[config.mk]
export PLATFORM = sky130hd
export DESIGN_NAME = sdac_regs
export DESIGN_NICKNAME = d
export VERILOG_FILES = /design/src/common/sdac_pkg.sv /design/src/core/sdac_regs.sv
export VERILOG_INCLUDE_DIRS = /design/src /design/src/common
export SDC_FILE = /design/constraint.sdc
export NUM_CORES = 1
export LEC_CHECK = 0
export BUFFER_PORTS_ARGS = -buffer_cell sky130_fd_sc_hd__buf_4
export CAP_MARGIN = 5
export CORE_MARGIN = 8
export CORE_UTILIZATION = 35
export DETAILED_ROUTE_END_ITERATION = 16
export PLACE_DENSITY_LB_ADDON = 0.3
export SKIP_LAST_GASP = 1
export SYNTH_ARGS = -nofsm -noshare
export SYNTH_HDL_FRONTEND = slang
export SYNTH_SLANG_ARGS = --single-unit
[constraint.sdc]
create_clock -name clk_i -period 2.3 [get_ports clk_i]
set_clock_uncertainty 0.2 [all_clocks]
set_input_delay 0.23 -clock clk_i [delete_from_list [all_inputs] [get_ports clk_i]]
set_output_delay 0.23 -clock clk_i [all_outputs]
set_load 0.01 [all_outputs]
[src/common/sdac_params.svh]
// Offsets, field positions, reset values and timing counts of the converter control registers.
// Assumes a 32-bit bus where each register index maps to byte address four times the index.
`ifndef SDAC_PARAMS_SVH
`define SDAC_PARAMS_SVH

// Register indices; byte address is four times the index
`define SDAC_IDX_IRQ_EN_CLR   6'h05
`define SDAC_IDX_IRQ_EN_SET   6'h06
`define SDAC_IDX_IRQ_FLAGS    6'h07
`define SDAC_IDX_SEQ_STATE    6'h08
`define SDAC_IDX_INPUT_SEL    6'h09
`define SDAC_IDX_CONV_CTRL    6'h0a
`define SDAC_IDX_WIN_CTRL     6'h0b
`define SDAC_IDX_WIN_LOWER    6'h0c
`define SDAC_IDX_WIN_UPPER    6'h10
`define SDAC_IDX_RESULT       6'h1c
`define SDAC_IDX_COMMAND      6'h1d

// Interrupt bit positions
`define SDAC_BIT_RESULT_READY 0
`define SDAC_BIT_OVERRUN      1
`define SDAC_BIT_WINDOW_MATCH 2

// Field positions
`define SDAC_BIT_SEQ_BUSY     7
`define SDAC_BIT_CONTINUOUS   0
`define SDAC_BIT_START        0
`define SDAC_BIT_SYNC_BUSY    1

// Reset values
`define SDAC_RST_BYTE         8'h00
`define SDAC_RST_BOUND        24'h000000

// Window compare mode codes
`define SDAC_WIN_OFF          3'h0
`define SDAC_WIN_ABOVE        3'h1
`define SDAC_WIN_BELOW        3'h2
`define SDAC_WIN_INSIDE       3'h3
`define SDAC_WIN_OUTSIDE      3'h4

// Write synchronisation delay, in clock cycles
`define SDAC_SYNC_CYCLES      1

`endif

[src/common/sdac_pkg.sv]
// Types shared by the converter control registers.
// Assumes the constants of sdac_params.svh are included where needed.
package sdac_pkg;

   // Sequencer states
   typedef enum logic [0:0] {
      SDAC_IDLE,
      SDAC_CONV
   } sdac_state_t;

   // Three interrupt sources: window match, overrun, result ready
   typedef logic [2:0] sdac_irq_t;

endpackage : sdac_pkg

[src/core/sdac_regs.sv]
// Control and status registers of a sigma-delta converter, reached over classic Wishbone.
// Assumes the modulator hands over results as a one-cycle pulse on the same clock,
// and that the write guard comes from logic on the same clock.
`timescale 1ns/100ps
`default_nettype none
`include "sdac_params.svh"

// What this block does
// Writing one to an enable clear bit disables that interrupt; zero does nothing.
// Writing one to an enable set bit enables that interrupt; zero does nothing.
// Set and clear views read back one shared enable state.
// Interrupt request is high in the cycle after each cycle in which any flag is set with its enable set.
// Window match flag sets on the cycle after a matching result.
// Window match and result ready clear on write-one or on result read.
// Overrun sets when an unread result is overwritten; only write-one clears it.
// Result ready sets as soon as a new result is stored.
// Writing one to a flag clears it; zero leaves it alone.
// Sequence busy sets when a sequence starts, clears at its last conversion when continuous conversion is off.
// Four-bit sequence pointer shows the last completed conversion of the sequence.
// Input pair select codes 0 to 2 pick a pair; 3 to 15 reserved.
// Continuous bit zero gives single conversions; one restarts after each completion.
// Window modes: 0 off, 1 above lower, 2 below upper.
// Window modes: 3 strictly inside, 4 strictly outside, 5 to 7 reserved.
// Lower bound holds 24 bits used by the window comparison.
// Guarded configuration writes are blocked by the guard and synchronised.
// Upper bound holds 24 bits used by the window comparison.
// Reserved window modes never set the window match flag.
module sdac_regs #(
   parameter int SEQ_LEN = 1
) (
   input  wire logic        clk_i,
   input  wire logic        rst_i,
   input  wire logic        wb_cyc_i,
   input  wire logic        wb_stb_i,
   input  wire logic        wb_we_i,
   input  wire logic [7:0]  wb_adr_i,
   input  wire logic [3:0]  wb_sel_i,
   input  wire logic [31:0] wb_dat_i,
   output logic      [31:0] wb_dat_o,
   output logic             wb_ack_o,
   input  wire logic        write_guard_i,
   input  wire logic        conv_done_i,
   input  wire logic [23:0] conv_result_i,
   output logic             conv_start_o,
   output logic [3:0]       input_pair_select_o,
   output logic             irq_o
);

   localparam logic [3:0] LAST_IDX = 4'(SEQ_LEN - 1);

   // Bus decode
   logic [5:0]              idx;
   logic                    req;
   logic                    wr;
   logic                    rd_result;
   assign idx       = wb_adr_i[7:2];
   assign req       = wb_cyc_i & wb_stb_i;
   // Writes land on the edge where the master sees ack high
   assign wr        = req & wb_we_i & wb_ack_o & wb_sel_i[0];
   // Read side effects happen once, on the cycle the answer is formed
   assign rd_result = req & ~wb_we_i & ~wb_ack_o & (idx == `SDAC_IDX_RESULT);

   // Registers
   sdac_pkg::sdac_irq_t     irq_enable;
   sdac_pkg::sdac_irq_t     irq_flags;
   logic [3:0]              input_pair_select;
   logic                    continuous_conversion;
   logic [2:0]              window_compare_mode;
   logic [23:0]             window_lower_bound;
   logic [23:0]             window_upper_bound;
   logic [23:0]             result;
   logic                    result_unread;
   logic                    sync_busy;
   logic                    start_cmd;
   // Converter-side copies, loaded through write synchronisation
   logic                    cs_continuous;
   logic [2:0]              cs_mode;
   logic [23:0]             cs_lower;
   logic [23:0]             cs_upper;
   // Sequencer
   sdac_pkg::sdac_state_t   state;
   logic                    sequence_busy;
   logic [3:0]              sequence_pointer;
   logic [3:0]              conv_count;
   logic                    win_hit;
   logic                    guarded_ok;

   // Writes to guarded registers only pass when the guard is open
   assign guarded_ok = wr & ~write_guard_i;

   // Byte-lane merge for the threshold words
   function automatic logic [23:0] merge24(input logic [23:0] old,
                                           input logic [31:0] d,
                                           input logic [3:0]  s);
      logic [23:0] r;
      r = old;
      if (s[0]) r[7:0]   = d[7:0];
      if (s[1]) r[15:8]  = d[15:8];
      if (s[2]) r[23:16] = d[23:16];
      return r;
   endfunction : merge24

   // Window comparison on a fresh result; reserved codes never match
   always_comb begin
      case (cs_mode)
         `SDAC_WIN_ABOVE:   win_hit = conv_result_i > cs_lower;
         `SDAC_WIN_BELOW:   win_hit = conv_result_i < cs_upper;
         `SDAC_WIN_INSIDE:  win_hit = (conv_result_i > cs_lower) &
                                      (conv_result_i < cs_upper);
         `SDAC_WIN_OUTSIDE: win_hit = (conv_result_i < cs_lower) |
                                      (conv_result_i > cs_upper);
         default:           win_hit = 1'b0;
      endcase
   end

   // Shared enable state behind the set and clear views
   always_ff @(posedge clk_i) begin
      if (rst_i) begin
         irq_enable <= 3'h0;
      end else if (guarded_ok && idx == `SDAC_IDX_IRQ_EN_SET) begin
         irq_enable <= irq_enable | wb_dat_i[2:0];
      end else if (guarded_ok && idx == `SDAC_IDX_IRQ_EN_CLR) begin
         irq_enable <= irq_enable & ~wb_dat_i[2:0];
      end
   end

   // Flag events: conversions set, write-one and result reads clear;
   // overrun ignores reads so software always learns of a lost result
   logic [2:0]              flag_set;
   logic [2:0]              flag_clr;
   assign flag_set[`SDAC_BIT_RESULT_READY] = conv_done_i;
   assign flag_set[`SDAC_BIT_OVERRUN]      = conv_done_i & result_unread;
   assign flag_set[`SDAC_BIT_WINDOW_MATCH] = conv_done_i & win_hit;
   assign flag_clr = ({3{wr && idx == `SDAC_IDX_IRQ_FLAGS}} & wb_dat_i[2:0]) |
                     {rd_result, 1'b0, rd_result};

   // Interrupt flags; a hardware set wins over a same-cycle clear
   always_ff @(posedge clk_i) begin
      if (rst_i) begin
         irq_flags <= 3'h0;
      end else begin
         irq_flags <= flag_set | (irq_flags & ~flag_clr);
      end
   end

   // Interrupt request from flags gated by enables
   always_ff @(posedge clk_i) begin
      if (rst_i) begin
         irq_o <= 1'b0;
      end else begin
         irq_o <= |(irq_flags & irq_enable);
      end
   end

   // Result store and unread tracking
   always_ff @(posedge clk_i) begin
      if (rst_i) begin
         result        <= 24'h000000;
         result_unread <= 1'b0;
      end else if (conv_done_i) begin
         result        <= conv_result_i;
         result_unread <= 1'b1;
      end else if (rd_result) begin
         result_unread <= 1'b0;
      end
   end

   // Guarded configuration registers, bus side
   always_ff @(posedge clk_i) begin
      if (rst_i) begin
         input_pair_select     <= 4'h0;
         continuous_conversion <= 1'b0;
         window_compare_mode   <= 3'h0;
         window_lower_bound    <= `SDAC_RST_BOUND;
         window_upper_bound    <= `SDAC_RST_BOUND;
      end else if (guarded_ok) begin
         case (idx)
            `SDAC_IDX_INPUT_SEL: input_pair_select     <= wb_dat_i[3:0];
            `SDAC_IDX_CONV_CTRL: continuous_conversion <= wb_dat_i[0];
            `SDAC_IDX_WIN_CTRL:  window_compare_mode   <= wb_dat_i[2:0];
            `SDAC_IDX_WIN_LOWER: window_lower_bound    <=
               merge24(window_lower_bound, wb_dat_i, wb_sel_i);
            `SDAC_IDX_WIN_UPPER: window_upper_bound    <=
               merge24(window_upper_bound, wb_dat_i, wb_sel_i);
            default: ;
         endcase
      end
   end

   // Write synchronisation: converter copies follow a cycle later,
   // so a comparison never sees half of a threshold update
   always_ff @(posedge clk_i) begin
      if (rst_i) begin
         sync_busy           <= 1'b0;
         cs_continuous       <= 1'b0;
         cs_mode             <= 3'h0;
         cs_lower            <= `SDAC_RST_BOUND;
         cs_upper            <= `SDAC_RST_BOUND;
         input_pair_select_o <= 4'h0;
      end else begin
         sync_busy <= guarded_ok && (idx >= `SDAC_IDX_INPUT_SEL) &&
                      (idx <= `SDAC_IDX_WIN_UPPER);
         if (sync_busy) begin
            cs_continuous       <= continuous_conversion;
            cs_mode             <= window_compare_mode;
            cs_lower            <= window_lower_bound;
            cs_upper            <= window_upper_bound;
            input_pair_select_o <= input_pair_select;
         end
      end
   end

   // Software start command, a one-cycle request
   always_ff @(posedge clk_i) begin
      if (rst_i) begin
         start_cmd <= 1'b0;
      end else begin
         start_cmd <= wr && idx == `SDAC_IDX_COMMAND && wb_dat_i[`SDAC_BIT_START];
      end
   end

   // Sequencer: busy span, pointer and automatic restarts
   always_ff @(posedge clk_i) begin
      if (rst_i) begin
         state            <= sdac_pkg::SDAC_IDLE;
         sequence_busy    <= 1'b0;
         sequence_pointer <= 4'h0;
         conv_count       <= 4'h0;
         conv_start_o     <= 1'b0;
      end else begin
         conv_start_o <= 1'b0;
         case (state)
            sdac_pkg::SDAC_IDLE: begin
               if (start_cmd) begin
                  state         <= sdac_pkg::SDAC_CONV;
                  sequence_busy <= 1'b1;
                  conv_count    <= 4'h0;
                  conv_start_o  <= 1'b1;
               end
            end
            sdac_pkg::SDAC_CONV: begin
               if (conv_done_i) begin
                  sequence_pointer <= conv_count;
                  if (conv_count == LAST_IDX) begin
                     conv_count <= 4'h0;
                     if (cs_continuous) begin
                        conv_start_o <= 1'b1;
                     end else begin
                        state         <= sdac_pkg::SDAC_IDLE;
                        sequence_busy <= 1'b0;
                     end
                  end else begin
                     conv_count   <= conv_count + 4'h1;
                     conv_start_o <= 1'b1;
                  end
               end
            end
            default: state <= sdac_pkg::SDAC_IDLE;
         endcase
      end
   end

   // Read mux; unmapped addresses read zero
   function automatic logic [31:0] read_word(input logic [5:0] a);
      case (a)
         `SDAC_IDX_IRQ_EN_CLR,
         `SDAC_IDX_IRQ_EN_SET: read_word = {29'h0, irq_enable};
         `SDAC_IDX_IRQ_FLAGS:  read_word = {29'h0, irq_flags};
         `SDAC_IDX_SEQ_STATE:  read_word = {24'h0, sequence_busy, 3'h0,
                                            sequence_pointer};
         `SDAC_IDX_INPUT_SEL:  read_word = {28'h0, input_pair_select};
         `SDAC_IDX_CONV_CTRL:  read_word = {31'h0, continuous_conversion};
         `SDAC_IDX_WIN_CTRL:   read_word = {29'h0, window_compare_mode};
         `SDAC_IDX_WIN_LOWER:  read_word = {8'h0, window_lower_bound};
         `SDAC_IDX_WIN_UPPER:  read_word = {8'h0, window_upper_bound};
         `SDAC_IDX_RESULT:     read_word = {8'h0, result};
         `SDAC_IDX_COMMAND:    read_word = {30'h0, sync_busy, 1'b0};
         default:              read_word = 32'h0;
      endcase
   endfunction : read_word

   // Wishbone answer: ack one cycle after the request, dropped the next
   always_ff @(posedge clk_i) begin
      if (rst_i) begin
         wb_ack_o <= 1'b0;
         wb_dat_o <= 32'h0;
      end else begin
         wb_ack_o <= req & ~wb_ack_o;
         if (req && !wb_ack_o && !wb_we_i) begin
            wb_dat_o <= read_word(idx);
         end
      end
   end
endmodule : sdac_regs
`default_nettype wire

### Word-level counts from Yosys, hierarchy flattened

Cells that the tools add are included.

* add/subtract/negate cells: 1
* magnitude comparators: 6
* equal/unequal tests: 19
* multiplexer cells: 22
* bitwise logic cells: 26
* reduce and logical (&&, ||, !) cells: 28

Operator list (count)
* one-hot mux 24 bit (10 select lines): 1
* greater-than comparator 24 bit: 2
* < comparator 24 bit: 2
* equality test 6 x 4 -> 1 bit (second input constant): 5
* equality test 6 x 3 -> 1 bit (second input constant): 3
* equality test 6 x 5 -> 1 bit (second input constant): 3
* AND reduction 3 bit: 6
* bitwise AND 1 bit: 12
* bitwise AND 3 bit: 4
* 2-to-1 mux 4 bit: 3
* 2-to-1 mux 1 bit: 11
* AND reduction 2 bit: 5
* logical AND 1 bit: 9
* bitwise OR 3 bit: 3
* one-hot mux 4 bit (2 select lines): 1
* equality test 3 x 2 -> 1 bit (second input constant): 2
* greater-or-equal comparator 6 x 4 -> 1 bit (second input constant): 1
* <= comparator 6 x 5 -> 1 bit (second input constant): 1
* 2-to-1 mux 3 bit: 2
* != test 2 bit (second input constant): 3
* inverter 3 bit: 2
* one-hot mux 1 bit (2 select lines): 3
* adder 4 x 1 -> 4 bit (second input constant): 1
* zero test 4 bit: 1
* other kinds (11): 16

* flip-flop bits (word level): 190
* output and inout bits: 39
* logic and storage cells: 130

### Logic depth before layout (Yosys ltp)

* depth in word-level cells: 10
* gate-level depth with buffers: 9
* mapped depth without buffers: 9

### Worst setup path after synthesis

OpenSTA, ideal clock, no wires.

* kind: flip-flop to flip-flop
* from: reg cs_upper[1]
* to: reg irq_flags[2]
* arrival time: 1.733 ns
* data required time: 1.980 ns
* slack: 0.247 ns
* cell stages (with the launch flop): 10
* clock period less this slack: 2.053 ns
* cells stage by stage: dfxtp_1 > inv_1 > ha_1 > nor2b_1 > o211ai_1 > a21oi_1 > o31ai_1 > nand3_1 > mux2i_1 > o31a_1

* cells in the longest elaborated chain, start to end: 5

RTL lines
* from (decl): RTL line sdac_regs.sv:79 `logic [23:0] cs_upper;`
* from (signal assigned): RTL line sdac_regs.sv:198 `` cs_upper <= `SDAC_RST_BOUND; ``
* from (signal assigned): RTL line sdac_regs.sv:207 `cs_upper <= window_upper_bound;`
* greater-than comparator 24 bit / < comparator 24 bit (equally long branches): RTL line sdac_regs.sv:111, sdac_regs.sv:107, sdac_regs.sv:109
* bitwise OR 1 bit / bitwise AND 1 bit (equally long branches): RTL line sdac_regs.sv:110, sdac_regs.sv:108
* one-hot mux 1 bit (4 select lines) *: RTL line sdac_regs.sv:105 `case (cs_mode)`
* bitwise AND 1 bit *: RTL line sdac_regs.sv:133 `` assign flag_set[`SDAC_BIT_WINDOW_MATCH] = conv_done_i & win_hit; ``
* bitwise OR 3 bit *: RTL line sdac_regs.sv:142 `irq_flags <= flag_set | (irq_flags & ~flag_clr);`
* to (signal assigned): RTL line sdac_regs.sv:142
* to (decl): RTL line sdac_regs.sv:65 `sdac_pkg::sdac_irq_t irq_flags;`

Every way passes the cells marked *; elsewhere a longest branch is shown, timed or not.
A chain may end at the register's enable or synchronous reset.

### Worst setup path in the final report

* from: in conv_result_i[3]
* to: reg irq_flags[2]

* cells in the longest elaborated chain, start to end: 5

RTL lines
* from (decl): RTL line sdac_regs.sv:43 `input wire logic [23:0] conv_result_i,`
* < comparator 24 bit (tied with other cells): RTL line sdac_regs.sv:110 `` `SDAC_WIN_OUTSIDE: win_hit = (conv_result_i < cs_lower) | ``
* bitwise OR 1 bit / bitwise AND 1 bit (equally long branches): RTL line sdac_regs.sv:110, sdac_regs.sv:108
* one-hot mux 1 bit (4 select lines) *: RTL line sdac_regs.sv:105
* bitwise AND 1 bit *: RTL line sdac_regs.sv:133
* bitwise OR 3 bit *: RTL line sdac_regs.sv:142

Marks and branches as above.

==> metrics.txt <==
Initial Utilization=35.2%; DR vias/cell=5.07; R2R cell count=9; Util after Layout=44.9%; post-DR wirelength/cell=16.6 um; routed via count=7,355; CTS sink count=182; total power=6.73 mW; initial antenna violation count=0; Main synth FF type=dfxtp_1; CTS buffer count=17; Post-synth EDFFs=0; aggregate global-route resource usage=16.5%; Filler Cell Count=2,371; outcome=complete, but fails checks; crit-path cells=dlygate4sd3_1, buf_4, ha_1, a21oi_1, a21oi_2, o31ai_4, nand3_1, mux2i_1, o31a_1; most common cell in the netlist=dfxtp_1; nature of the critical path endpoint=flop; crit path DAT=2.43 ns; number of diodes=0; IO Pins=114; Vert. Die Dim=171 um; CTS tree=yes; gr ovfl total=0; leakage power=3.94 nW; setup ws final=-0.0118 ns; Crit path depth=9; post-synth top area cell=dfxtp_1; post-synth top area share=43.1%; worst hold slack=0.0492 ns; dpl cell area=9560 sq um; Synth cell types=52; Max FO, Critical Path=3; Buf/Inv on CP=2; I/O Buffers=94; synth warn=0; endpoints failing hold=0; synth top area cells=dfxtp_1 (43%), mux2i_1 (11%), ha_1 (7.4%); die area=29,400 sq um; Mapped Area=8450 sq um; critical path required time=2.42 ns; Die Width=171 um; postcts setup bufs=0; f_max=433 MHz; hold crit path type=input pin to flop; H-tree levels=4; min Tclk post-route=2.31 ns; Core Rows=57; post-layout instance area=10,800 sq um; DRC violations left=0; DR iter-0 viols=655; PD cells=623 nW/um^2; Clock Path Buffers=2; TritonRoute pass-1 iters=7; ANT nets after route=0; Final Routed Wirelength=24.1 mm; layout cells sized above 1=15.7%; Core ar.=24,000 sq um; largest net degree at the start of global routing=102; HPWL after DPL=16.7 mm; RSZ-0062 raised after global routing=yes; Mapped Cells=965; asr flop ratio synth=0%; vias in the first global route=6,987; Critical Path Slowest Stage Cell=dlygate4sd3_1; top cells by count, synth=dfxtp_1 (182), nor2_1 (135), nand2_1 (112); area delta synth->final=27.8%; Worst Setup Path Type=input pin to flop; Max VDD drop=0.457 mV; Min-Delay Path Depth=4; first-pass GRT wire length=37.9 mm; sequential fraction of the synthesis area=43.1%; CP top delay family=compound AO/OA/AOI/OAI gates; Synth Register Bits=182; violated checks=negative setup slack; GP Congestion=0.849; Worst-path clk slew=0.07 ns; syn_area_per_cell=8.75 sq um; nets=1,240; Skew-Pair Late Insertion Delay=0.44 ns; period utilization=101%; max incr delay on CP=0.56 ns; max-slew violation count=0; max-capacitance violation count=0; Setup violations, final=1; Root Buffer=clkbuf_16; critical path startpoint category=input pin
per-stage QoR:
stage / TNS, ns / worst slack, ns / instances
finish: -0.0118 / -0.0118 / 1452
global route: -0.139 / -0.139 / 1452
CTS: 0 / 0.000888 / 1452
detailed placement: -0.0609 / -0.0609 / 1358
global placement: -0.00966 / -0.00966 / 1358
floorplan: 0 / 0.247 / 972
routing by layer:
metal  GRT usage [%]  wire length, um  vias up
li1                -                -     3678
met1            21.5            10900     3458
met2            27.1            11400      194
met3            3.08             1290       25
met4            5.67              403        0
met5               0                0        -
state kept, by name, indices dropped and copies added, names as in the netlist, 3 cells and up, named ones only:
name                 cells
cs_lower                24
cs_upper                24
result                  24
wb_dat_o                24
window_lower_bound      24
window_upper_bound      24
conv_count               4
input_pair_select        4
input_pair_select_o      4
sequence_pointer         4
cs_mode                  3
irq_flags                3
window_compare_mode      3
power by group:
part	total (mW)	leakage [nW]	switching, mW	internal [mW]
clock	2.90	0.278	1.34	1.55
sequential	3.23	1.47	0.0285	3.20
combinational	0.606	2.19	0.314	0.291
total	6.73	3.94	1.69	5.04
final cells by class:
type                    instances  area (sq um)  share of cell area, %
well taps                     324           405                   3.76
clock inverters                14           138                   1.28
multi-input cells             675          4330                   40.1
flip-flops and latches        182          3650                   33.8
inverters                      52           195                   1.81
clock buffers                  18           439                   4.07
repair buffers                187          1640                   15.2
layout by cell type (no fill, tap or decap), types with 3 or more instances in the layout:
master         count
inv_1             51
dfxtp_1          181
a211oi_1          22
ha_1              50
nand2_1          112
nor2_1           134
conb_1             8
nand2b_1           7
buf_12             6
and2_1             3
nand4_1           12
inv_6              6
buf_4            118
o21ai_0           11
a22oi_1            4
nor4_1             3
and3_1             3
a31oi_1            3
a221oi_1           5
clkbuf_16         17
nor3_1             7
a222oi_1          24
nand3_1           49
clkinvlp_4         3
dlygate4sd3_1     62
mux2i_1           89
a311oi_1           4
a21oi_1           86
worst register-to-register path, delay by kind of cell (launching register included):
kind	cells	cell delay, ns
buf+inv	3	0.28
simple gates	3	0.69
fa+ha+maj	1	0.31
compound gates	1	0.27
flops	1	0.33
mux	1	0.10
cell families after synthesis:
group / synth area share, %
simple gates: 18.7
mux: 10.7
xor+xnor: 0.311
compound gates: 13.3
other cells: 0.0444
flops: 43.1
fa+ha+maj: 7.41
buf+inv: 6.43
worst paths after layout:
path                          from                     to  slack [ns]
min                       wb_cyc_i              start_cmd        0.05
min reg2reg  window_upper_bound[2]  window_upper_bound[2]        0.27
max               conv_result_i[3]           irq_flags[2]       -0.01
max reg2reg           cs_upper[23]           irq_flags[2]        0.02
timing repair:
| item | 4_1_cts | 5_1_grt |
|---|---|---|
| pin swaps | 2 | 2 |
| setup endpoints to repair | 1 | 26 |
| endpoints found under the hold margin | 102 | 0 |
| resized for setup | 2 | 8 |
| hold buffers | 62 | 0 |
Note: power is estimated with default switching activity, not from simulation.
